===== src/inc/tcc_defs.vh =====
// Function
// - Capture mode sets the event flag on the selected pin edge.
// - Compare mode sets the event flag when counter equals channel value.
// - Flag clears by read-while-set then write 0; a newer event blocks the clear.
// - Reset clears the flag; writing 1 leaves it unchanged.
// - Interrupt request forwarded only while the enable bit is 1; reset clears it.
// - Buffered select exists only in channel 0; reset clears it.
// - Buffered select disables channel 1 control and frees its pin.
// - With edge field nonzero and buffered select 0, mode bit A picks compare (1) or capture (0).
// - With edge field 00, mode bit A picks initial level: 1 low, 0 high.
// - Edge field 00 leaves the pin to the port; channel holds its preset.
// - Capture edge field: 01 rising, 10 falling, 11 either.
// - Compare edge field: 01 toggle, 10 clear, 11 set on match.
// - Toggle-on-wrap toggles a compare pin at each wrap; no effect in capture.
// - Wrap action wins over a coincident compare match when toggle-on-wrap is set.
// - Toggle-on-wrap with full-duty forces the PWM output to 100 percent.
// - Full-duty changes take effect from the next period after the write.
// - Value registers hold capture or compare value; not reset.
// - Capture mode: reading high byte blocks captures until low byte is read.
// - Compare mode: writing high byte blocks matches until low byte is written.
// - Wrap occurs at the modulo value; counting restarts from zero.
// - Counter halt inhibits input captures.
// - Debug break inhibits input captures.
`ifndef TCC_DEFS_VH
`define TCC_DEFS_VH
`define TCC_ADDR_CS0 3'h0
`define TCC_ADDR_VH0 3'h1
`define TCC_ADDR_VL0 3'h2
`define TCC_ADDR_CS1 3'h3
`define TCC_ADDR_VH1 3'h4
`define TCC_ADDR_VL1 3'h5
`define TCC_BIT_FLAG 7
`define TCC_BIT_IE 6
`define TCC_BIT_MSB 5
`define TCC_BIT_MSA 4
`define TCC_BIT_ELSB 3
`define TCC_BIT_ELSA 2
`define TCC_BIT_TOV 1
`define TCC_BIT_MAX 0
`define TCC_EL_OFF 2'h0
`define TCC_EL_RISE 2'h1
`define TCC_EL_FALL 2'h2
`define TCC_EL_BOTH 2'h3
`endif


===== src/design/tcc_chan.v =====
`timescale 1ns/1ps
`include "tcc_defs.vh"
module tcc_chan (
    clock,
    rst_n,
    enable,
    buffered,
    ctrl,
    pin_sync,
    pin_prev,
    capture_ok,
    compare_ok,
    counter,
    match_value,
    wrap,
    event_hit,
    pin_out,
    pin_oe
);
    input wire clock;
    input wire rst_n;
    input wire enable;
    input wire buffered;
    input wire [5:0] ctrl;
    input wire pin_sync;
    input wire pin_prev;
    input wire capture_ok;
    input wire compare_ok;
    input wire [15:0] counter;
    input wire [15:0] match_value;
    input wire wrap;
    output wire event_hit;
    output reg pin_out;
    output wire pin_oe;

    wire mode_a = ctrl[4];
    wire [1:0] el = ctrl[3:2];
    wire tov = ctrl[1];
    wire max_bit = ctrl[0];
    wire is_compare = enable && (buffered || mode_a) && el != `TCC_EL_OFF;
    wire is_capture = enable && !buffered && !mode_a && el != `TCC_EL_OFF;
    wire rise = pin_sync && !pin_prev;
    wire fall = !pin_sync && pin_prev;
    reg edge_hit;
    reg max_latched;
    reg next_pin;
    wire match = is_compare && compare_ok && counter == match_value;
    wire do_wrap = is_compare && tov && wrap;

    always @* begin
        case (el)
            `TCC_EL_RISE: edge_hit = rise;
            `TCC_EL_FALL: edge_hit = fall;
            `TCC_EL_BOTH: edge_hit = rise || fall;
            default: edge_hit = 1'b0;
        endcase
    end

    assign event_hit = (is_capture && capture_ok && edge_hit) || match;
    assign pin_oe = is_compare || is_capture ? is_compare : 1'b0;

    always @* begin
        next_pin = pin_out;
        if (!is_compare && !is_capture) begin
            next_pin = !mode_a;
        end else if (is_compare) begin
            if (do_wrap) begin
                next_pin = max_latched ? 1'b1 : !pin_out;
            end else if (max_latched && tov) begin
                next_pin = 1'b1;
            end else if (match) begin
                case (el)
                    `TCC_EL_RISE: next_pin = !pin_out;
                    `TCC_EL_FALL: next_pin = 1'b0;
                    `TCC_EL_BOTH: next_pin = 1'b1;
                    default: next_pin = pin_out;
                endcase
            end
        end
    end

    always @(posedge clock) begin
        if (!rst_n) begin
            pin_out <= 1'b1;
            max_latched <= 1'b0;
        end else begin
            pin_out <= next_pin;
            if (wrap) begin
                max_latched <= max_bit && tov;
            end
        end
    end
endmodule


===== src/design/tcc_top.v =====
// The register offsets and strobed register access were chosen for this implementation.
`timescale 1ns/1ps
`include "tcc_defs.vh"
module tcc_top (
    clock,
    rst_n,
    addr,
    wdata,
    wr,
    rd,
    rdata,
    counter,
    wrap,
    counter_halt,
    debug_break,
    pin0_in,
    pin1_in,
    pin0_out,
    pin0_oe,
    pin1_out,
    pin1_oe,
    irq0,
    irq1
);
    input wire clock;
    input wire rst_n;
    input wire [2:0] addr;
    input wire [7:0] wdata;
    input wire wr;
    input wire rd;
    output reg [7:0] rdata;
    input wire [15:0] counter;
    input wire wrap;
    input wire counter_halt;
    input wire debug_break;
    input wire pin0_in;
    input wire pin1_in;
    output wire pin0_out;
    output wire pin0_oe;
    output wire pin1_out;
    output wire pin1_oe;
    output wire irq0;
    output wire irq1;

    reg [5:0] ctrl0;
    reg [5:0] ctrl1;
    reg flag0;
    reg flag1;
    reg armed0;
    reg armed1;
    reg [15:0] value0;
    reg [15:0] value1;
    reg [7:0] high_hold0;
    reg [7:0] high_hold1;
    reg cap_lock0;
    reg cap_lock1;
    reg cmp_lock0;
    reg cmp_lock1;
    reg buf_sel;
    reg ie0;
    reg ie1;
    reg [1:0] meta;
    reg [1:0] sync;
    reg [1:0] prev;
    wire hit0;
    wire hit1;
    wire o0;
    wire o1;
    wire e0;
    wire e1;

    wire buffered = ctrl0[5];
    wire ch1_en = !buffered;
    wire cap_ok = !counter_halt && !debug_break;
    wire capture0 = !buffered && !ctrl0[4];
    wire capture1 = !ctrl1[4];
    wire [15:0] buf_value = buf_sel ? value1 : value0;
    wire [15:0] match0 = buffered ? buf_value : value0;

    // Clear on 0 write only after an armed read; event in same cycle wins
    function next_flag;
        input flag;
        input armed;
        input hit;
        input clr;
        next_flag = hit ? 1'b1 : ((clr && armed && !wdata[`TCC_BIT_FLAG]) ? 1'b0 : flag);
    endfunction

    always @(posedge clock) begin
        if (!rst_n) begin
            meta <= 2'h0;
            sync <= 2'h0;
            prev <= 2'h0;
        end else begin
            meta <= {pin1_in, pin0_in};
            sync <= meta;
            prev <= sync;
        end
    end

    tcc_chan u_ch0 (
        .clock(clock),
        .rst_n(rst_n),
        .enable(1'b1),
        .buffered(buffered),
        .ctrl(ctrl0),
        .pin_sync(sync[0]),
        .pin_prev(prev[0]),
        .capture_ok(cap_ok && !cap_lock0),
        .compare_ok(!cmp_lock0),
        .counter(counter),
        .match_value(match0),
        .wrap(wrap),
        .event_hit(hit0),
        .pin_out(o0),
        .pin_oe(e0)
    );

    tcc_chan u_ch1 (
        .clock(clock),
        .rst_n(rst_n),
        .enable(ch1_en),
        .buffered(1'b0),
        .ctrl(ctrl1),
        .pin_sync(sync[1]),
        .pin_prev(prev[1]),
        .capture_ok(cap_ok && !cap_lock1),
        .compare_ok(!cmp_lock1),
        .counter(counter),
        .match_value(value1),
        .wrap(wrap),
        .event_hit(hit1),
        .pin_out(o1),
        .pin_oe(e1)
    );

    assign pin0_out = o0;
    assign pin0_oe = e0;
    assign pin1_out = o1;
    assign pin1_oe = e1 && ch1_en;
    assign irq0 = flag0 && ie0;
    assign irq1 = flag1 && ie1 && ch1_en;

    wire w_cs0 = wr && addr == `TCC_ADDR_CS0;
    wire w_cs1 = wr && addr == `TCC_ADDR_CS1 && ch1_en;
    wire [6:0] wctl = wdata[6:0];

    always @(posedge clock) begin
        if (!rst_n) begin
            ctrl0 <= 6'h0;
            ctrl1 <= 6'h0;
            flag0 <= 1'b0;
            flag1 <= 1'b0;
            armed0 <= 1'b0;
            armed1 <= 1'b0;
            cap_lock0 <= 1'b0;
            cap_lock1 <= 1'b0;
            cmp_lock0 <= 1'b0;
            cmp_lock1 <= 1'b0;
            buf_sel <= 1'b0;
            ie0 <= 1'b0;
            ie1 <= 1'b0;
            rdata <= 8'h00;
        end else begin
            flag0 <= next_flag(flag0, armed0, hit0, w_cs0);
            flag1 <= next_flag(flag1, armed1, hit1 && ch1_en, w_cs1);
            if (hit0 || w_cs0) begin
                armed0 <= 1'b0;
            end else if (rd && addr == `TCC_ADDR_CS0 && flag0) begin
                armed0 <= 1'b1;
            end
            if (hit1 || w_cs1) begin
                armed1 <= 1'b0;
            end else if (rd && addr == `TCC_ADDR_CS1 && flag1 && ch1_en) begin
                armed1 <= 1'b1;
            end
            if (w_cs0) begin
                ctrl0 <= wctl[5:0];
                ie0 <= wctl[6];
            end
            if (w_cs1) begin
                ctrl1 <= {1'b0, wctl[4:0]};
                ie1 <= wctl[6];
            end
            if (!buffered) begin
                buf_sel <= 1'b0;
            end else if (wrap) begin
                buf_sel <= !buf_sel;
            end
            // Value byte access locks
            if (rd && addr == `TCC_ADDR_VH0 && capture0) begin
                cap_lock0 <= 1'b1;
            end else if (rd && addr == `TCC_ADDR_VL0) begin
                cap_lock0 <= 1'b0;
            end
            if (rd && addr == `TCC_ADDR_VH1 && capture1) begin
                cap_lock1 <= 1'b1;
            end else if (rd && addr == `TCC_ADDR_VL1) begin
                cap_lock1 <= 1'b0;
            end
            if (wr && addr == `TCC_ADDR_VH0 && !capture0) begin
                cmp_lock0 <= 1'b1;
            end else if (wr && addr == `TCC_ADDR_VL0) begin
                cmp_lock0 <= 1'b0;
            end
            if (wr && addr == `TCC_ADDR_VH1 && !capture1) begin
                cmp_lock1 <= 1'b1;
            end else if (wr && addr == `TCC_ADDR_VL1) begin
                cmp_lock1 <= 1'b0;
            end
            rdata <= 8'h00;
            if (rd) begin
                case (addr)
                    `TCC_ADDR_CS0: rdata <= {flag0, ie0, ctrl0};
                    `TCC_ADDR_VH0: rdata <= value0[15:8];
                    `TCC_ADDR_VL0: rdata <= value0[7:0];
                    `TCC_ADDR_CS1: rdata <= ch1_en ? {flag1, ie1, ctrl1} : 8'h00;
                    `TCC_ADDR_VH1: rdata <= value1[15:8];
                    `TCC_ADDR_VL1: rdata <= value1[7:0];
                    default: rdata <= 8'h00;
                endcase
            end
        end
    end

    // Value registers carry no reset
    always @(posedge clock) begin
        if (hit0 && capture0) begin
            value0 <= counter;
        end else if (wr && addr == `TCC_ADDR_VH0) begin
            value0[15:8] <= wdata;
        end else if (wr && addr == `TCC_ADDR_VL0) begin
            value0[7:0] <= wdata;
        end
        if (hit1 && capture1 && ch1_en) begin
            value1 <= counter;
        end else if (wr && addr == `TCC_ADDR_VH1) begin
            value1[15:8] <= wdata;
        end else if (wr && addr == `TCC_ADDR_VL1) begin
            value1[7:0] <= wdata;
        end
    end
endmodule


===== config.mk =====
export PLATFORM = sky130hd
export DESIGN_NAME = tcc_top
export DESIGN_NICKNAME = d
export VERILOG_FILES = /design/src/design/tcc_chan.v /design/src/design/tcc_top.v
export VERILOG_INCLUDE_DIRS = /design/src /design/src/inc
export SDC_FILE = /design/constraint.sdc
export NUM_CORES = 1
export LEC_CHECK = 0
export BUFFER_PORTS_ARGS = -buffer_cell sky130_fd_sc_hd__buf_2
export CAP_MARGIN = 30
export CORE_MARGIN = 5
export CORE_UTILIZATION = 44
export CTS_CLUSTER_DIAMETER = 50
export DETAILED_ROUTE_END_ITERATION = 12
export GPL_ROUTABILITY_DRIVEN = 0
export HOLD_SLACK_MARGIN = 0.06
export SYNTH_ARGS = -nofsm -noshare
export SYNTH_HDL_FRONTEND = slang
export SYNTH_SLANG_ARGS = --single-unit

===== constraint.sdc =====
create_clock -name clock -period 6.08 [get_ports clock]
set_input_delay 0 -clock clock [delete_from_list [all_inputs] [get_ports clock]]
set_output_delay 0 -clock clock [all_outputs]
set_load 0.005 [all_outputs]

After elaboration in Yosys (flattened, before gate mapping)

Index checks and enable logic that the tools add are counted.

Register bits after elaboration: 72
Bits of input ports: 36
Output and inout bits: 14
Logic and storage cells: 205

Equality and inequality tests: 15
Multiplexer cells: 42
Bitwise logic cells: 1
Reductions and logical operators: 122

Operators with widths:

| kind               | number |
|---|---|
| $logic_and 1x1->1  | 64 |
| $mux 16            | 4 |
| $mux 8             | 7 |
| $pmux 8 s6         | 1 |
| $eq 16x16->1       | 2 |
| $reduce_bool 2->1  | 14 |
| $mux 1             | 26 |
| $logic_not 1->1    | 22 |
| $pmux 1 s3         | 4 |
| $reduce_bool 6->1  | 2 |
| $logic_or 1x1->1   | 9 |
| $eq 2x2->1 const B | 4 |
| $reduce_and 2->1   | 4 |
| $reduce_bool 4->1  | 2 |
| $eq 3x2->1 const B | 2 |
| $eq 3x3->1 const B | 2 |
| $reduce_and 3->1   | 2 |
| $eq 2x1->1 const B | 2 |
| $ne 2x2->1 const B | 2 |
| $reduce_or 2->1    | 2 |
| $eq 3x1->1 const B | 1 |
| $logic_not 3->1    | 1 |
| $not 1->1          | 1 |

Depth between registers and ports, before layout

Gate-level depths: netlist (run 1).

Word-level depth: 10
Mapped depth: 8
Depth with buffers taken out: 8

By module

Synthesis (run 1) repeated with hierarchy kept, for this count alone.

Cells, all modules: 467
Area total of the unflattened synthesis: 4257.8 µm²

Modules (own cells, without submodules):

| module            | times used | cells each | area each (µm²) | seq. area each (µm²) |
|---|---|---|---|---|
| tcc_top           | 1          | 342        | 3259.4          | 1681.6 |
| tcc_chan at u_ch1 | 1          | 66         | 546.8           | 40.0 |
| tcc_chan at u_ch0 | 1          | 59         | 451.7           | 40.0 |

Worst setup path before layout (run 1)

No wires, ideal clock.

Path type: flip-flop to flip-flop
Start point: register ctrl1[2]
End point: register u_ch1.pin_out
Setup time: 0.137 ns
Arrival: 2.065 ns
Required time: 5.943 ns
Slack: 3.879 ns
Cell stages (with the launch flop): 9
Path buffers: 0
Period minus slack after synthesis: 2.201 ns
Cell sequence: dfxtp_1 > inv_1 > ha_1 > nor2_4 > nand4_1 > or4_4 > o41a_1 > a2111oi_2 > a311oi_1

Cells in the longest elaborated chain, start to end: 7
Elaborated cells between the ends (all ways): 23
Those cells by class: eq/ne: 3; mux: 6; reduce/logical: 14

RTL lines:

| what                                            | RTL line                     | source |
|---|---|---|
| from (decl)                                     | tcc_top.v:46                 | `reg [5:0] ctrl1;` |
| from (signal assigned)                          | tcc_top.v:182                | `ctrl1 <= {1'b0, wctl[4:0]};` |
| $eq 2x2->1 (tied with other cells)              | tcc_chan.v:72                | `case (el)` |
| $pmux 1 s3 or $logic_and 1x1->1 (tied branches) | -                            |  |
| $mux 1 or $logic_and 1x1->1 (tied branches)     | tcc_chan.v:71, tcc_chan.v:48 |  |
| $mux 1 or $logic_and 1x1->1 (tied branches)     | tcc_chan.v:69, tcc_chan.v:48 |  |
| $mux 1                                          | tcc_chan.v:67                | `if (do_wrap) begin` |
| $mux 1                                          | tcc_chan.v:66                | `end else if (is_compare) begin` |
| $mux 1                                          | tcc_chan.v:64                | `if (!is_compare && !is_capture) begin` |
| to (signal assigned)                            | tcc_chan.v:87                | `pin_out <= next_pin;` |
| to (decl)                                       | tcc_chan.v:33                | `output reg pin_out;` |

Parallel ways exist; a longest one is shown, timed or not. The select of a mux whose other input is x is not followed.
A chain may end at the register's enable or synchronous reset.

Worst setup path after layout (run 1)

Start point: register ctrl0[5]
End point: register value0[14] (enable)

Cells in the longest elaborated chain, start to end: 8
Elaborated cells between the ends (all ways): 14
Those cells by class: eq/ne: 1; mux: 1; reduce/logical: 12

RTL lines:

| what                                                            | RTL line      | source |
|---|---|---|
| from (decl)                                                     | tcc_top.v:45  | `reg [5:0] ctrl0;` |
| from (signal assigned)                                          | tcc_top.v:178 | `ctrl0 <= wctl[5:0];` |
| parallel branches: the longest is 6 deep, another holds $mux 16 | -             |  |
| $logic_and 1x1->1 (*)                                           | tcc_top.v:228 | `if (hit0 && capture0) begin` |
| $reduce_bool 2->1 (no source line) (*)                          | -             |  |
| to (signal assigned)                                            | tcc_top.v:229 | `value0 <= counter;` |
| to (signal assigned)                                            | tcc_top.v:231 | `value0[15:8] <= wdata;` |
| to (decl)                                                       | tcc_top.v:51  | `reg [15:0] value0;` |

Every way passes the cells marked *.

==> run_results.csv, run 1 <==
group,metric,value,unit
yosys,ys_types,56,
sta,final.period_utilization,0.442,
detailed_routing,ant_nets,0,
yosys,syn_area,4130,um2
detailed_routing,drt-initial-drc-count,268,
layout,syn_to_final_growth,18.1,%
detailed_routing,via_count,3493,
placement,placed_cell_area,4440,um2
sta,clock.fmax,372,MHz
layout,stdcell_count,602,
clock_network,cts_tree,"built",
floorplanning,rows,35,
sta,maxSlewViolCount,0,
worst_setup_path,crit_path_end_kind,"flip-flop",
yosys,netlist_top_cells_area,"edfxtp_1, dfxtp_1, mux2_2, nand2_1, xnor2_1",
clock_network,cts_buffer_depth,2,
global_routing,first_global_vias,3404,
power_and_ir_drop,vdd.ir_drop.worst,0.134,mV
floorplanning,dieArea,11400,um2
layout,nFillCells,861,
layout,nNetsFinal,534,
floorplanning,coreArea,9200,um2
floorplanning,start_util,0.449,
yosys,async_reset_ff_frac,0,
power_and_ir_drop,p_leak,1.84,nW
sta,setup_viol_count_final,0,
sta,fin_setup_tns,0,ns
sta,rsz0062_at_grt,"no",
clock_network,htreeDepth,3,
yosys,synthCells,423,
hold_path,holdCritPathClass,"in2reg",
layout,diodes,0,
detailed_routing,first_pass_iters,5,
clock_network,cts_root_buf,"clkbuf_8",
floorplanning,die_h,107,um
clock_network,cts_resized,0,
detailed_routing,vias_per_cell,5.80,
sta,slew_headroom,0.416,
worst_setup_path,start_kind,"flip-flop",
power_and_ir_drop,combPwrFrac,0.120,
sta,min_period,2.69,ns
power_and_ir_drop,p_seq_frac,0.491,
yosys,syn_nets,471,
layout,final_cell_area,4870,um2
clock_network,clk-insertion-delay-late,0.36,ns
detailed_routing,post-route-drc-count,0,
global_routing,grt_max_degree,37,
yosys,synth-edff-count,32,
layout,final_core_util,0.530,
floorplanning,boundaryPins,50,
clock_network,path_clk_slew,0.08,ns
yosys,synth_warnings,0,
run,drv_cap,0,
yosys,avgSynthCellArea,9.75,um2
global_routing,overflow,0,
placement,io_buffers,49,
worst_setup_path,cp_cell_sequence,"nor2_1 > nand2_1 > or4_1 > o21ai_0 > buf_2",
yosys,yosysSeqAreaShare,0.427,
global_routing,grt_usage,0.217,
power_and_ir_drop,power.density,221,nW/um2
yosys,ys_ff_latch,72,
floorplanning,dieWidth,107,um
placement,dpl.cell_count,563,
yosys,synth_top_area_frac,0.233,
worst_setup_path,cp_max_fo,20,
global_routing,grt_first_pass_wirelength,18.5,mm
yosys,synth_common_cells,"nand2_1, dfxtp_1, edfxtp_1, mux2_2, nor2_1",
worst_setup_path,crit_type,"reg2reg",
placement,dpl.hpwl,8.80,mm
global_routing,antenna_found_initial,0,
worst_setup_path,max_stage_delay,0.83,ns
worst_setup_path,cp_slowest_cell,"or4_1",
detailed_routing,wl_per_cell,20.1,um
worst_setup_path,worst_ep_required_time,6.15,ns
sta,worst_pin_slew,0.877,ns
layout,drive_above_1_share,0.228,
yosys,synth_ff_type,"dfxtp_1",
clock_network,cts.sinks,72,
sta,clock_skew,0.0108,ns
power_and_ir_drop,intPower,0.808,mW
worst_setup_path,arrival,2.75,ns
status,status,"complete, no violations",
power_and_ir_drop,totalPowerFinal,1.08,mW
power_and_ir_drop,p_sw,0.269,mW
clock_network,numCtsBuffers,9,
power_and_ir_drop,p_sw_frac,0.250,
detailed_routing,wl,12.1,mm
power_and_ir_drop,clkPwrFrac,0.389,
yosys,synth_largest_area_cell,"edfxtp_1",
yosys,yosysMostFrequentCell,"nand2_1",
sta,finalHoldViolCount,0,
## routing by layer
| metal | up-vias | GRT usage | wire length [um] |
|---|---|---|---|
| met4 | 0 | 0.0968 | 458 |
| met3 | 41 | 0.0397 | 970 |
| met1 | 1646 | 0.288 | 5100 |
| li1 | 1628 | - | - |
| met5 | - | 0 | 0 |
| met2 | 178 | 0.345 | 5560 |
## what timing repair did
item,4_1_cts,5_1_grt
hold endpoints to repair,43,0
setup buffers,0,0
hold buffers,22,0
## power by group through the flow
stage / clock (mW) / combinational (mW) / sequential [mW]
detailed placement: 0 / 0.117 / 0.540
CTS: 0.422 / 0.128 / 0.529
finish: 0.419 / 0.129 / 0.529
global route: 0.443 / 0.140 / 0.530
global placement: 0 / 0.116 / 0.540
floorplan: 0 / 0.0712 / 0.536
## worst paths after layout
path	to	slack, ns	from	cells after the start
worst max-delay path	value0[14]$_DFFE_PP_	3.39	ctrl0[5]$_SDFFE_PN0P_	5
worst min-delay path	armed1$_SDFFE_PP0P_	0.07	rd	3
worst max register to register	value0[14]$_DFFE_PP_	3.39	ctrl0[5]$_SDFFE_PN0P_	5
worst min register to register	sync[1]$_SDFF_PN0_	0.44	meta[1]$_SDFF_PN0_	1
## cells in the final DEF (no fill, tap or decap), types with 13 or more instances in the layout
| cell | synthesis | routed |
|---|---|---|
| buf_2 | 0 | 51 |
| nand2_1 | 46 | 46 |
| dfxtp_1 | 40 | 40 |
| mux2_2 | 32 | 32 |
| edfxtp_1 | 32 | 32 |
| nor2_1 | 26 | 26 |
| dlygate4sd3_1 | 0 | 22 |
| inv_1 | 20 | 20 |
| o21ai_0 | 20 | 20 |
| xnor2_1 | 19 | 19 |
| a21boi_0 | 15 | 15 |
| a21oi_1 | 13 | 13 |
## state kept, by name (all words and copies together), names as in the netlist, 2 cells and up
signal / flops
ctrl0: 6
ctrl1: 5
meta: 2
prev: 2
rdata: 8
sync: 2
value0: 16
value1: 16
## stage by stage
step	hold slack [ns]	worst slack [ns]
after detailed placement	0.210	3.17
after global routing	0.0736	3.16
after CTS	0.0696	3.14
after floorplan	0.127	3.88
after global placement	0.208	3.33
final	0.0674	3.39
## critical path: cells and delay by family (launching register included)
family,cells,cell delay (ns)
AOI/OAI and AO/OA,1,0.31
DFF,1,0.52
and+or+nand+nor,3,1.30
buffers and inverters,1,0.27
## cells by family after synthesis
family	count (synthesis)	synth area share
AO/OA/AOI/OAI	86	0.145
XOR/XNOR	28	0.0613
adder cells (fa/ha/maj)	12	0.0364
buffers and inverters	43	0.0409
flip-flops	72	0.427
multiplexers	43	0.123
AND/OR/NAND/NOR	139	0.167
## area by class of cell
class	instances	area, um2	area share
Sequential cell	72	1760	0.361
Clock inverter	5	81.3	0.0167
Timing Repair Buffer	75	490	0.101
Clock buffer	11	131	0.0270
Inverter	20	75.1	0.0154
Multi-Input combinational cell	308	2190	0.450
Tap cell	111	139	0.0285
Power figures use the tool's default switching activity.
==> run 2: changes to the inputs <==
==> constraint.sdc (replaced) <==
create_clock -name clock -period 2.8 [get_ports clock]
set_input_delay 0 -clock clock [delete_from_list [all_inputs] [get_ports clock]]
set_output_delay 0 -clock clock [all_outputs]
set_load 0.005 [all_outputs]
==> run_results.csv, run 2 (synthesis gave the netlist of run 1 again) <==
group,metric,value,unit
worst_setup_path,cp_cell_sequence,"inv_1 > ha_1 > nor2_4 > nand4_1 > or4_4 > o41a_1 > a2111oi_2 > a311oi_1",
sta,finalHoldViolCount,0,
clock_network,cts.sinks,72,
layout,drive_above_1_share,0.241,
floorplanning,dieWidth,107,um
global_routing,antenna_found_initial,0,
clock_network,cts_root_buf,"clkbuf_8",
worst_setup_path,cp_num_buf_inv,1,
floorplanning,boundaryPins,50,
layout,syn_to_final_growth,20.7,%
global_routing,grt_max_degree,37,
worst_setup_path,max_stage_delay,0.46,ns
sta,setup_viol_count_final,0,
power_and_ir_drop,totalPowerFinal,2.36,mW
worst_setup_path,r2r_slack,0.39,ns
worst_setup_path,critPathLaunch,"ctrl1[2]$_SDFFE_PN0P_",
sta,worst_pin_slew,0.813,ns
detailed_routing,post-route-drc-count,0,
detailed_routing,vias_per_cell,5.61,
worst_setup_path,path_delay_family,"compound AO/OA/AOI/OAI gates",
layout,layout_common_cells,"buf_2, nand2_1, dfxtp_1",
sta,min_period,2.41,ns
worst_setup_path,crit_type,"reg2reg",
detailed_routing,drt-initial-drc-count,197,
status,status,"complete, no violations",
floorplanning,dieArea,11400,um2
sta,final.period_utilization,0.860,
placement,placed_cell_area,4500,um2
layout,layout.cells.most_common,"buf_2",
clock_network,clk-insertion-delay-late,0.37,ns
sta,clock_skew,0.0151,ns
global_routing,grt_first_pass_wirelength,18.5,mm
worst_setup_path,arrival,2.63,ns
detailed_routing,wl,11.9,mm
worst_setup_path,crit_path_end_kind,"flip-flop",
hold_path,holdCritPathClass,"in2reg",
floorplanning,start_util,0.449,
clock_network,cts_buffer_depth,2,
global_routing,overflow,0,
sta,rsz0062_at_grt,"no",
global_routing,first_global_vias,3349,
sta,slew_headroom,0.454,
global_routing,grt_usage,0.216,
clock_network,cts_resized,0,
floorplanning,coreArea,9200,um2
worst_setup_path,cp_slowest_cell,"o41a_1",
detailed_routing,first_pass_iters,5,
detailed_routing,via_count,3437,
worst_setup_path,cp_max_fo,5,
floorplanning,die_h,107,um
layout,nNetsFinal,545,
detailed_routing,ant_nets,0,
worst_setup_path,worst_ep_required_time,3.02,ns
hold_path,holdCritStartpoint,"counter[14]",
layout,stdcell_count,613,
clock_network,htreeDepth,3,
power_and_ir_drop,p_leak,1.90,nW
sta,fin_setup_tns,0,ns
layout,diodes,0,
placement,dpl.hpwl,8.57,mm
layout,nFillCells,861,
detailed_routing,wl_per_cell,19.5,um
run,drv_cap,0,
sta,maxSlewViolCount,0,
layout,final_cell_area,4980,um2
power_and_ir_drop,vdd.ir_drop.worst,0.258,mV
floorplanning,rows,35,
clock_network,numCtsBuffers,9,
power_and_ir_drop,power.density,473,nW/um2
layout,reg.largest.list,"value0 x16, value1 x16, rdata x8",
worst_setup_path,start_kind,"flip-flop",
placement,dpl.cell_count,571,
clock_network,cts_tree,"built",
sta,clock.fmax,415,MHz
placement,io_buffers,49,
worst_setup_path,r2r-start,"ctrl1[2]$_SDFFE_PN0P_",
clock_network,path_clk_slew,0.08,ns
[run 2: cell types whose count changed in the layout (fill, tap and decap cells not counted), moves of 2 or more]
cell,before,now
inv_4,0,2
buf_2,51,49
dlygate4sd3_1,22,26
buf_4,2,11
clkbuf_1,2,0
[run 2: per-layer routing]
metal	track usage	vias up	share of wire
met4	0.0840	0	0.027
li1	-	1655	-
met3	0.0452	24	0.063
met5	0	-	0
met2	0.344	119	0.47
met1	0.287	1639	0.44
[run 2: per-stage QoR]
step	hold slack [ns]	util	worst slack, ns
detailed placement	0.213	0.489	0.416
global route	0.0701	0.541	0.235
finish	0.0821	0.541	0.393
CTS	0.0627	0.541	0.388
floorplan	0.127	-	0.599
global placement	0.210	0.489	0.472
[run 2: cell type report]
class / instances / area (um2) / area share
Timing Repair Buffer: 86 / 588 / 0.118
Sequential cell: 72 / 1760 / 0.354
Tap cell: 111 / 139 / 0.0279
Clock buffer: 11 / 163 / 0.0327
Clock inverter: 5 / 58.8 / 0.0118
Inverter: 20 / 75.1 / 0.0151
Multi-Input combinational cell: 308 / 2190 / 0.441
[run 2: final timing paths]
path                                 to  cells after the start
min reg2reg          sync[1]$_SDFF_PN0_                      1
max          u_ch1.pin_out$_SDFFE_PN1P_                      8
min                value1[14]$_DFFE_PP_                      2
max reg2reg  u_ch1.pin_out$_SDFFE_PN1P_                      8
[run 2: where the power goes]
| part | internal, mW | switching [mW] | leakage (nW) |
|---|---|---|---|
| clock | 0.494 | 0.435 | 0.112 |
| combinational | 0.131 | 0.149 | 1.17 |
| sequential | 1.13 | 0.0222 | 0.615 |
[run 2: what timing repair did]
action	in CTS	in global routing
hold endpoints to repair	49	0
hold buffers	26	0
buffers inserted	0	0
